`config.mk`:
```
export PLATFORM = sky130hd
export DESIGN_NAME = gtmr_timer
export DESIGN_NICKNAME = d
export VERILOG_FILES = /design/src/design/gtmr_timer.v
export VERILOG_INCLUDE_DIRS = /design/src /design/src/design
export SDC_FILE = /design/constraint.sdc
export NUM_CORES = 1
export LEC_CHECK = 0
export ABC_CLOCK_PERIOD_IN_PS = 3200
export BUFFER_PORTS_ARGS = -buffer_cell sky130_fd_sc_hd__buf_2
export CORE_ASPECT_RATIO = 1.75
export CORE_UTILIZATION = 52
export DETAILED_ROUTE_END_ITERATION = 16
export PLACE_DENSITY_LB_ADDON = 0.05
export SETUP_SLACK_MARGIN = 0.05
export SYNTH_ARGS = -nofsm -noshare
export SYNTH_HDL_FRONTEND = slang
export SYNTH_SLANG_ARGS = --single-unit
```
`constraint.sdc`:
```
create_clock -name hclk -period 3.2 [get_ports hclk]
set_input_delay 0.16 -clock hclk [delete_from_list [all_inputs] [get_ports hclk]]
set_output_delay 0.16 -clock hclk [all_outputs]
set_load 0.02 [all_outputs]
```
`src/design/gtmr_defs.vh`:
```
// Register map, field positions, source codes and reset values for the gated timer.
`ifndef GTMR_DEFS_VH
`define GTMR_DEFS_VH
`define GTMR_OFS_LOW 12'h000
`define GTMR_OFS_HIGH 12'h004
`define GTMR_OFS_CTRL 12'h008
`define GTMR_OFS_GATE 12'h00c
`define GTMR_OFS_STAT 12'h010
`define GTMR_CTRL_RUN 0
`define GTMR_CTRL_SYNC 2
`define GTMR_CTRL_SOSC 3
`define GTMR_CTRL_PS_LO 4
`define GTMR_CTRL_CS_LO 6
`define GTMR_GATE_SS_LO 0
`define GTMR_GATE_C1SYNC 2
`define GTMR_GATE_C2SYNC 3
`define GTMR_GATE_POL 6
`define GTMR_GATE_EN 7
`define GTMR_STAT_OVF 0
`define GTMR_STAT_WAKE 1
`define GTMR_CS_INST 2'h0
`define GTMR_CS_SYS 2'h1
`define GTMR_CS_PIN 2'h2
`define GTMR_CS_LFO 2'h3
`define GTMR_GS_PIN 2'h0
`define GTMR_GS_NBR 2'h1
`define GTMR_GS_CMP1 2'h2
`define GTMR_GS_CMP2 2'h3
`define GTMR_INST_DIV 2'h3
`define GTMR_CTRL_RESET 8'h00
`define GTMR_GATE_RESET 8'h00
`endif

```
`src/design/gtmr_timer.v`:
```
// Gated sixteen-bit timer with AHB-Lite register access.
//
// Chosen here: the address map and the AHB-Lite register port.
`timescale 1ns/10ps
`include "gtmr_defs.vh"

// How the block behaves at its register port.
// The slave answers every transfer at once: hreadyout is tied high and the response is OKAY.
// An address phase is latched at the rising edge that accepts it.
// A write lands at the edge that ends its data phase.
// Read data is registered from the address phase and stands through the data phase.
// It then holds until the next read address phase.
// Each register takes one aligned word, and only the low byte carries bits.
// Unmapped offsets read as zero, and writes to them are dropped.

// How the count advances.
// Every count source is reduced to a one-cycle tick on the bus clock.
// The instruction source is a free-running divide-by-four of that clock.
// It is not cleared by register writes, so the first increment after a start may come early.
// The slow oscillator input is taken as a ready-made one-cycle enable pulse.
// The pin source is edge-detected, after two flip-flops or straight from the pin.
// The straight path is meant for counting while the bus clock is gated in sleep.
// On a live clock it still relies on the pin being held steady around the sampling edge.
// A fresh start or a count write disarms the pin path until a low level is seen.
// This keeps a pin that is already high from yielding a false first increment.

// How the prescaler works.
// The prescaler counts accepted ticks only, so a closed gate freezes its phase as well.
// It is cleared by any write to either count byte, never by a control write.
// Changing the divide ratio while running may shorten the first divided period.

// How the gate works.
// The selected gate source is used combinationally for counting.
// A gate that moves between ticks is therefore honoured at the very next tick.
// The registered gate level output lags the counting decision by one clock.
// The neighbour rollover source is an edge detector, so a long high level opens the gate once.
// The comparator sources can each be taken raw or after two flip-flops.

// Hazards that software must keep in mind.
// A count write wins over an increment in the same cycle.
// The written byte is then exact, but the other byte keeps its previous value.
// Writing while counting from a free-running pin may still land next to an edge.
// Stopping the timer before such writes avoids any doubt.
// The overflow flag set wins over a clear in the same cycle.
// A rollover is therefore never lost to a late clear.
// The wake request is combinational and drops as soon as the flag is cleared.
module gtmr_timer #(
    parameter CNT_W = 16
) (
    input wire hclk,
    input wire hresetn,
    input wire hsel,
    input wire [11:0] haddr,
    input wire [1:0] htrans,
    input wire hwrite,
    input wire [2:0] hsize,
    input wire [31:0] hwdata,
    input wire hready,
    output wire hreadyout,
    output wire hresp,
    output reg [31:0] hrdata,
    input wire ext_clock_pin,
    input wire low_freq_internal_osc,
    input wire sec_osc_clock,
    input wire gate_pin,
    input wire neighbour_8bit_timer_ovf,
    input wire cmp1_out,
    input wire cmp2_out,
    input wire sleep_mode,
    output reg sec_osc_run,
    output reg overflow_flag,
    output wire wake_request,
    output reg gate_level
);

    // Data-phase bookkeeping for the single-cycle slave.
    reg dp_write;
    reg dp_read;
    reg [11:0] dp_addr;
    reg [7:0] timer_control_reg;
    reg [7:0] gate_control_reg;
    reg [CNT_W-1:0] count;
    reg [2:0] prescale_cnt;
    reg [1:0] inst_div;
    reg pin_s1;
    reg pin_s2;
    reg pin_prev;
    reg armed;
    reg cmp1_s1;
    reg cmp1_s2;
    reg cmp2_s1;
    reg cmp2_s2;
    reg nbr_prev;
    reg gate_raw;
    reg tick;
    reg [2:0] ps_mask;
    reg [7:0] next_count_byte;
    wire run_bit;
    wire gate_enable_bit;
    wire gate_polarity_bit;
    wire sync_control_bit;
    wire sec_osc_enable;
    wire [1:0] clock_source_select;
    wire [1:0] prescale_select;
    wire [1:0] gate_source_select;
    wire wr_low;
    wire wr_high;
    wire count_write;
    wire src_pin_level;
    wire pin_level;
    wire nbr_pulse;
    wire count_en;
    wire pre_out;

    // Byte write that always takes the low eight-bit lane of the word; the old value is ignored.
    function [7:0] merge_byte;
        input [7:0] old_val;
        input [31:0] wdata;
        begin
            merge_byte = wdata[7:0];
        end
    endfunction

    assign hreadyout = 1'b1;
    assign hresp = 1'b0;
    assign run_bit = timer_control_reg[`GTMR_CTRL_RUN];
    assign sync_control_bit = timer_control_reg[`GTMR_CTRL_SYNC];
    assign sec_osc_enable = timer_control_reg[`GTMR_CTRL_SOSC];
    assign prescale_select = timer_control_reg[`GTMR_CTRL_PS_LO +: 2];
    assign clock_source_select = timer_control_reg[`GTMR_CTRL_CS_LO +: 2];
    assign gate_source_select = gate_control_reg[`GTMR_GATE_SS_LO +: 2];
    assign gate_polarity_bit = gate_control_reg[`GTMR_GATE_POL];
    assign gate_enable_bit = gate_control_reg[`GTMR_GATE_EN];
    assign wr_low = dp_write && (dp_addr == `GTMR_OFS_LOW);
    assign wr_high = dp_write && (dp_addr == `GTMR_OFS_HIGH);
    assign count_write = wr_low || wr_high;

    // Latch the address phase; the slave never inserts wait states.
    always @(posedge hclk or negedge hresetn) begin
        if (!hresetn) begin
            dp_write <= 1'b0;
            dp_read <= 1'b0;
            dp_addr <= 12'h000;
        end else if (hready) begin
            dp_write <= hsel && htrans[1] && hwrite;
            dp_read <= hsel && htrans[1] && !hwrite;
            dp_addr <= {haddr[11:2], 2'b00};
        end
    end

    // Read data is registered from the live count so a byte is never torn.
    always @(posedge hclk or negedge hresetn) begin
        if (!hresetn) begin
            hrdata <= 32'h00000000;
        end else if (hready && hsel && htrans[1] && !hwrite) begin
            case ({haddr[11:2], 2'b00})
                `GTMR_OFS_LOW: hrdata <= {24'h000000, count[7:0]};
                `GTMR_OFS_HIGH: hrdata <= {24'h000000, count[15:8]};
                `GTMR_OFS_CTRL: hrdata <= {24'h000000, timer_control_reg};
                `GTMR_OFS_GATE: hrdata <= {24'h000000, gate_control_reg};
                `GTMR_OFS_STAT: hrdata <= {30'h0, wake_request, overflow_flag};
                default: hrdata <= 32'h00000000;
            endcase
        end
    end

    // Control registers; reset leaves the timer off, instruction clock, 1:1.
    always @(posedge hclk or negedge hresetn) begin
        if (!hresetn) begin
            timer_control_reg <= `GTMR_CTRL_RESET;
            gate_control_reg <= `GTMR_GATE_RESET;
        end else begin
            if (dp_write && dp_addr == `GTMR_OFS_CTRL) begin
                timer_control_reg <= hwdata[7:0] & 8'hfd;
            end
            if (dp_write && dp_addr == `GTMR_OFS_GATE) begin
                gate_control_reg <= hwdata[7:0] & 8'hcf;
            end
        end
    end

    // The oscillator request stays up through sleep; only software or reset drops it.
    always @(posedge hclk or negedge hresetn) begin
        if (!hresetn) begin
            sec_osc_run <= 1'b0;
        end else begin
            sec_osc_run <= sec_osc_enable;
        end
    end

    // Pin source: the crystal when enabled, otherwise the external clock pin.
    assign src_pin_level = sec_osc_enable ? sec_osc_clock : ext_clock_pin;

    // Two-stage synchroniser; the unsynchronised path takes the pin as is.
    always @(posedge hclk or negedge hresetn) begin
        if (!hresetn) begin
            pin_s1 <= 1'b0;
            pin_s2 <= 1'b0;
        end else begin
            pin_s1 <= src_pin_level;
            pin_s2 <= pin_s1;
        end
    end

    // Switching sync mode changes the path delay, which can drop or add one edge.
    assign pin_level = sync_control_bit ? src_pin_level : pin_s2;

    // Comparator synchronisers, chosen per comparator by its sync bit.
    always @(posedge hclk or negedge hresetn) begin
        if (!hresetn) begin
            cmp1_s1 <= 1'b0;
            cmp1_s2 <= 1'b0;
            cmp2_s1 <= 1'b0;
            cmp2_s2 <= 1'b0;
            nbr_prev <= 1'b0;
        end else begin
            cmp1_s1 <= cmp1_out;
            cmp1_s2 <= cmp1_s1;
            cmp2_s1 <= cmp2_out;
            cmp2_s2 <= cmp2_s1;
            nbr_prev <= neighbour_8bit_timer_ovf;
        end
    end

    // A single low-to-high pulse per neighbour rollover.
    assign nbr_pulse = neighbour_8bit_timer_ovf && !nbr_prev;

    // Gate source mux.
    always @* begin
        case (gate_source_select)
            `GTMR_GS_PIN: gate_raw = gate_pin;
            `GTMR_GS_NBR: gate_raw = nbr_pulse;
            `GTMR_GS_CMP1: gate_raw = gate_control_reg[`GTMR_GATE_C1SYNC] ? cmp1_s2 : cmp1_out;
            `GTMR_GS_CMP2: gate_raw = gate_control_reg[`GTMR_GATE_C2SYNC] ? cmp2_s2 : cmp2_out;
            default: gate_raw = gate_pin;
        endcase
    end

    // Gate level after polarity: polarity 1 counts on high, 0 counts on low.
    always @(posedge hclk or negedge hresetn) begin
        if (!hresetn) begin
            gate_level <= 1'b0;
        end else begin
            gate_level <= gate_raw ~^ gate_polarity_bit;
        end
    end

    // Off without run; gated mode counts only while the gate permits.
    assign count_en = run_bit && (!gate_enable_bit || (gate_raw ~^ gate_polarity_bit));

    // Instruction clock is one enable every four system clocks.
    always @(posedge hclk or negedge hresetn) begin
        if (!hresetn) begin
            inst_div <= 2'h0;
        end else begin
            inst_div <= inst_div + 2'h1;
        end
    end

    // Pin edge tracking; a fresh arm needs a low level before the first rise.
    always @(posedge hclk or negedge hresetn) begin
        if (!hresetn) begin
            pin_prev <= 1'b0;
            armed <= 1'b0;
        end else begin
            pin_prev <= pin_level;
            if (count_write || !run_bit) begin
                armed <= 1'b0;
            end else if (!pin_level) begin
                armed <= 1'b1;
            end
        end
    end

    // Source select picks one tick per input rising edge.
    always @* begin
        case (clock_source_select)
            `GTMR_CS_INST: tick = (inst_div == `GTMR_INST_DIV);
            `GTMR_CS_SYS: tick = 1'b1;
            `GTMR_CS_PIN: tick = pin_level && !pin_prev && armed;
            `GTMR_CS_LFO: tick = low_freq_internal_osc;
            default: tick = 1'b0;
        endcase
    end

    // Divide mask for 1, 2, 4 or 8.
    always @* begin
        case (prescale_select)
            2'h0: ps_mask = 3'h0;
            2'h1: ps_mask = 3'h1;
            2'h2: ps_mask = 3'h3;
            default: ps_mask = 3'h7;
        endcase
    end

    assign pre_out = ((prescale_cnt & ps_mask) == ps_mask);

    // Hidden prescaler, cleared by any count byte write.
    always @(posedge hclk or negedge hresetn) begin
        if (!hresetn) begin
            prescale_cnt <= 3'h0;
        end else if (count_write) begin
            prescale_cnt <= 3'h0;
        end else if (count_en && tick) begin
            prescale_cnt <= prescale_cnt + 3'h1;
        end
    end

    // Byte writes take priority over a colliding increment.
    always @* begin
        next_count_byte = merge_byte(8'h00, hwdata);
    end

    always @(posedge hclk or negedge hresetn) begin
        if (!hresetn) begin
            count <= {CNT_W{1'b0}};
        end else if (wr_low) begin
            count[7:0] <= next_count_byte;
        end else if (wr_high) begin
            count[15:8] <= next_count_byte;
        end else if (count_en && tick && pre_out) begin
            count <= count + {{(CNT_W-1){1'b0}}, 1'b1};
        end
    end

    // Rollover sets the flag; a same-cycle software clear loses to the set.
    always @(posedge hclk or negedge hresetn) begin
        if (!hresetn) begin
            overflow_flag <= 1'b0;
        end else if (!count_write && count_en && tick && pre_out && (&count)) begin
            overflow_flag <= 1'b1;
        end else if (dp_write && dp_addr == `GTMR_OFS_STAT && hwdata[`GTMR_STAT_OVF]) begin
            overflow_flag <= 1'b0;
        end
    end

    // Wake only for an unsynchronised pin count during sleep.
    assign wake_request = overflow_flag && sleep_mode && sync_control_bit
        && (clock_source_select == `GTMR_CS_PIN);

endmodule // gtmr_timer

```
==> results.toml, run 1 <==
[critical_path]
worstPathArrival_ns = 2.87
critPathKind = "flop to flop"
rr_worst_depth = 7
cp_max_fo = 9
start_kind = "flop"
cp.required_ns = 3.44
crit_path_end_kind = "flop"

[routing]
drtPass1Iterations = 4
drt_wl_total_mm = 7.520
route.detailed.vias_per_inst = 5.369
ant_nets = 0
drtIter0Drc = 107
wl_per_cell_um = 16.64
drc_errors = 0
vias = 2427

[placed_design]
dp_hpwl_mm = 5.715
place.gp.congestion = 0.8621
io_buffers = 43
place_area_um2 = 3560
pre_cts_slack_ns = 0.5586

[clock_tree]
cts_setup_buffers = 0
clkSinkCount = 65
cts_buffers = 9
cts_hold_buf = 4
cts_max_path_buffers = 2
insertion_delay_ns = 0.35
post_cts_resized = 0
clk_pin_slew_worst_paths_ns = 0.08
cts_root_buffer = "clkbuf_8"
cts_tree = "yes"
htreeDepth = 3

[sta]
slew_headroom = 0.5608
fin_crit_sh = 0.8208
final_max_slew_viol_count = 0
finClkSkew_ns = 0.01211
finalSetupTns_ns = 0
worst_slew_pin_slew_ns = 0.6519
max_freq_mhz = 380.7
post-route-min-period_ns = 2.626
worst_slack_ns = 0.5735
finalSetupViolCount = 0
rsz0062_at_grt = "false"
hold_viol = 0
whs_ns = 0.05729

[global_route]
grt-busiest-layer = "met2"
first_global_vias = 2532
grtUsageMet1 = 0.2742
met3_usage = 0.05063
grt_max_degree = 38
grt_pass1_wl_mm = 12.44
overflow = 0
antenna_found_initial = 0
grt.total_usage = 0.2491
use_met2 = 0.4449

[floorplanning]
start_util = 0.5409
die_area_um2 = 6766
fp.dieH_um = 108.1
io-pin-count = 100
die_w_um = 62.61
num_rows = 38
core_area_um2 = 6181

[synthesis]
yosysTopAreaCell = "dfrtp_1"
syn_area_um2 = 3343
synth-seq-cells = 65
synth_seq_area_share = 0.4865
async_reset_ff_frac = 1.000
ys_types = 49
avgSynthCellArea_um2 = 10.68
synth_warnings = 0
synth_top_area_frac = 0.4865
synth_edf_count = 0
synth_ff_type = "dfrtp_1"
synthTopCellsByArea = "dfrtp_1, mux2_2, buf_4"
syn_inst = 313

[cells_and_area]
final_area_um2 = 3786
top_regs = "count (16), dp_addr (10), hrdata (8)"
diodes = 0
largest_register = "count"
largest_reg_flops = 16
drive_above_1_share = 0.2715
final_nets = 432
syn_to_final_growth_pct = 13.25

[pwr]
cellLeakagePower_uw = 0.001728
p_per_area_nw_per_um2 = 524.7
p_total_uw = 1987
vdd_ir_drop_max_mv = 0.4387

[min_path]
hp-class = "input port to flop"
whs_path_depth = 3

[run]
drv_cap = 0

[outcome]
status = "finished clean"
worst paths after layout:
kind	from	to	slack, ns
worst max-delay path	gate_control_reg[2]	count[15]	0.57
worst min-delay path	hwdata[4]	count[4]	0.06
worst max register to register	gate_control_reg[2]	count[15]	0.57
worst min register to register	cmp2_s1	cmp2_s2	0.35
max in group asynchronous	hresetn	count[0]	1.90
min in group asynchronous	hresetn	hrdata[5]	0.37
metal layers:
metal / vias up / wire length, µm
met5: - / 0
met4: 0 / 286
met3: 18 / 312
met2: 74 / 4004
met1: 1171 / 2917
li1: 1164 / -
synthesized netlist by cell type, types with 2 or more instances:
| cell type | n |
|---|---|
| a211oi_1 | 2 |
| a21oi_1 | 11 |
| a22oi_1 | 4 |
| buf_4 | 27 |
| clkbuf_1 | 5 |
| conb_1 | 2 |
| dfrtp_1 | 65 |
| ha_1 | 3 |
| inv_1 | 12 |
| mux2_2 | 23 |
| mux2i_1 | 4 |
| mux4_1 | 2 |
| mux4_2 | 4 |
| nand2_1 | 36 |
| nand2b_1 | 2 |
| nand3_1 | 13 |
| nand4_1 | 5 |
| nor2_1 | 23 |
| nor2b_1 | 3 |
| nor3_1 | 3 |
| nor3b_1 | 2 |
| nor4_1 | 3 |
| o211ai_1 | 4 |
| o21ai_0 | 20 |
| o311ai_1 | 2 |
| xnor2_1 | 3 |
| xor2_1 | 8 |
stage by stage:
step / instances / utilization
2_1_floorplan: 337 / -
3_3_place_gp: 432 / 0.5759
3_5_place_dp: 432 / 0.5759
4_1_cts: 452 / 0.6126
5_1_grt: 452 / 0.6126
6_report: 452 / 0.6126
where the power goes:
| group | internal [µW] | switching [µW] | leakage, µW |
|---|---|---|---|
| logic | 140 | 182 | 0.000833 |
| registers | 903 | 87.5 | 0.000795 |
| clock network | 356 | 318 | 0.0000998 |
| total | 1400 | 588 | 0.00173 |
final cells by class:
type,instances,area [µm²]
Multi-Input combinational cell,226,1528
Clock buffer,10,127.6
Sequential cell,65,1627
Tap cell,80,100.1
Clock inverter,6,58.81
Fill cell,539,2395
Timing Repair Buffer,53,300.3
Inverter,12,45.04
worst max-delay path: stages, from the launching register on:
cell	delay, ns
dfrtp_1	0.39
mux2_2	0.38
mux4_2	0.49
xor2_2	0.21
a21oi_2	0.44
nand3_1	0.19
xnor2_1	0.17
mux2_2	0.26
cells by family (layout without fill, tap and decap cells):
group / Yosys count / in the layout / share of synthesized area
flops: 65 / 65 / 0.4865
xor+xnor: 12 / 12 / 0.03369
simple gates: 98 / 98 / 0.1418
compound gates: 53 / 53 / 0.1044
fa+ha+maj: 3 / 3 / 0.01123
buf+inv: 46 / 81 / 0.08346
mux: 34 / 34 / 0.1366
other cells: 2 / 26 / 0.002246
cell usage in the layout, fill, tap and decap left out, types with 2 or more instances in the layout:
cell	netlist	routed
a211oi_1	2	2
buf_2	0	43
nor3_1	3	3
nor2_1	23	23
dfrtp_1	65	65
mux4_1	2	2
mux2i_1	4	4
clkinv_2	0	4
o311ai_1	2	2
inv_1	12	12
nor4_1	3	3
clkbuf_8	0	9
conb_1	2	26
dlygate4sd3_1	0	4
a21oi_1	11	11
buf_4	27	6
o211ai_1	4	4
ha_1	3	3
nand2b_1	2	2
nand2_1	36	36
nor2b_1	3	3
xnor2_1	3	3
xor2_1	8	8
a22oi_1	4	4
mux4_2	4	4
mux2_2	23	23
o21ai_0	20	20
nor3b_1	2	2
nand4_1	5	5
nand3_1	13	13
No activity file was read; power rests on OpenSTA's default activity.
==> run 2, diff against run 1 <==
Settings changed: ABC_CLOCK_PERIOD_IN_PS 3200 to 2700.
Clock period 3.2 ns to 2.7 ns, I/O delays scaled along.
==> run 2 against run 1 <==
  * Critical endpoint is now count[9]
  * Hold slack lost 0.025 ns
  * Non-clock buffer count grew 6
  * Final cell count grew 1.3%
  * Sequential cell count is the same
  * Power grew 18%
==> results.toml, run 2 (synthesis gave the netlist of run 1 again) <==
[pwr]
pwr-share-clk = 0.333
p_switching_uw = 670.5
share_comb_of_total_power = 0.164
netSwitchingFraction = 0.2863
p_seq_frac = 0.503
cellLeakagePower_uw = 0.001762
power.internal_uw = 1671
p_per_area_nw_per_um2 = 610.3
vdd_ir_drop_max_mv = 0.4380

[cells_and_area]
syn_to_final_growth_pct = 14.78
final_nets = 438
final_core_util = 0.6209
final_area_um2 = 3837
drive_above_1_share = 0.2831
seqCellArea_um2 = 1627
diodes = 0
final_common_cell = "dfrtp_1"
top_regs = "count (16), dp_addr (10), hrdata (8)"
layout_common_cells = "dfrtp_1, buf_2, nand2_1"
fillCellCount = 543
largest_reg_flops = 16
largest_register = "count"
multi_input_area_um2 = 1528

[clock_tree]
cts_hold_buf = 4
clkSinkCount = 65
cts_max_path_buffers = 2
insertion_delay_ns = 0.35
post_cts_resized = 0
clk_pin_slew_worst_paths_ns = 0.07
htreeDepth = 3
cts_root_buffer = "clkbuf_8"
cts_tree = "yes"
cts_buffers = 9
cts_setup_buffers = 0

[sta]
post-route-min-period_ns = 2.468
worst_slack_ns = 0.2317
finalSetupTns_ns = 0
fin_crit_sh = 0.9142
finClkSkew_ns = 0.007968
slew_headroom = 0.5951
rsz0062_at_grt = "false"
worst_slew_pin_slew_ns = 0.6010
max_freq_mhz = 405.1
hold_viol = 0
finalSetupViolCount = 0
final_max_slew_viol_count = 0

[min_path]
hp-class = "input port to flop"

[global_route]
grt-busiest-layer = "met2"
grt_max_degree = 38
first_global_vias = 2468
use_met2 = 0.4433
overflow = 0
antenna_found_initial = 0
grtUsageMet1 = 0.2818
grt.total_usage = 0.2503
grt_pass1_wl_mm = 12.41
met3_usage = 0.04536

[critical_path]
critPathKind = "flop to flop"
worstPathArrival_ns = 2.73
start_kind = "flop"
cp_max_fo = 7
cp.required_ns = 2.97
crit_path_end_kind = "flop"

[routing]
vias = 2438
drtIter0Drc = 107
drc_errors = 0
drt_wl_total_mm = 7.557
route.detailed.vias_per_inst = 5.323
drtPass1Iterations = 4
wl_per_cell_um = 16.50
ant_nets = 0

[floorplanning]
die_area_um2 = 6766
fp.dieH_um = 108.1
die_w_um = 62.61
num_rows = 38
core_area_um2 = 6181
io-pin-count = 100
start_util = 0.5409

[placed_design]
dp_hpwl_mm = 5.822
place.gp.congestion = 0.8823
io_buffers = 43
place_area_um2 = 3605
pre_cts_slack_ns = 0.2433

[run]
drv_cap = 0

[outcome]
status = "finished clean"
==> run 2: changes by cell type in the layout (fill, tap and decap cells not counted), sizes merged <==
| cell | previous run | this run |
|---|---|---|
| clkbuf | 10 | 14 |
| clkinv | 5 | 2 |
| bufinv | 1 | 0 |
| buf | 49 | 55 |
==> run 2: layout make-up <==
cell class	instances	area share
multi-input cells	226	0.3981
clock buffers	14	0.04760
repair buffers	59	0.08999
well taps	80	0.02608
flip-flops and latches	65	0.4239
inverters	12	0.01174
clock inverters	2	0.002608
==> run 2: critical path: stages (launching register included) <==
cell and delay [ns]:
dfrtp_1 0.37, mux2_2 0.37, mux4_2 0.50, xor2_2 0.21, a211oi_4 0.45, nand4_1 0.17
xor2_1 0.17, a21oi_1 0.16
==> run 2: final timing paths <==
check                                     from  slack [ns]          end  cells past startpoint
setup / recovery           gate_control_reg[2]        0.23     count[9]                      7
hold / removal                       haddr[10]        0.03  dp_addr[10]                      2
setup reg to reg           gate_control_reg[2]        0.23     count[9]                      7
hold reg to reg                         pin_s1        0.35       pin_s2                      0
max in group asynchronous              hresetn        2.00        armed                      3
min in group asynchronous              hresetn        0.33     count[6]                      3
==> run 2: per-layer routing <==
layer  share of wire  up-vias
li1                -     1172
met1            0.39     1172
met2            0.54       79
met3           0.040       15
met4           0.034        0
met5               0        -
==> run 2: power by group through the flow <==
stage,Clock (µW),Combinational (µW),Sequential [µW]
2_1_floorplan,0,296,1160
3_3_place_gp,0,372,1190
3_5_place_dp,0,380,1190
4_1_cts,806,386,1180
5_1_grt,831,438,1190
6_report,780,385,1180
==> run 2: metrics by stage <==
stage	total power [µW]	hold slack, ns	std cells
2_1_floorplan	1458	-0.1606	337
3_3_place_gp	1561	0.1798	438
3_5_place_dp	1574	0.1718	438
4_1_cts	2369	0.02420	458
5_1_grt	2462	0.03717	458
6_report	2342	0.03236	458
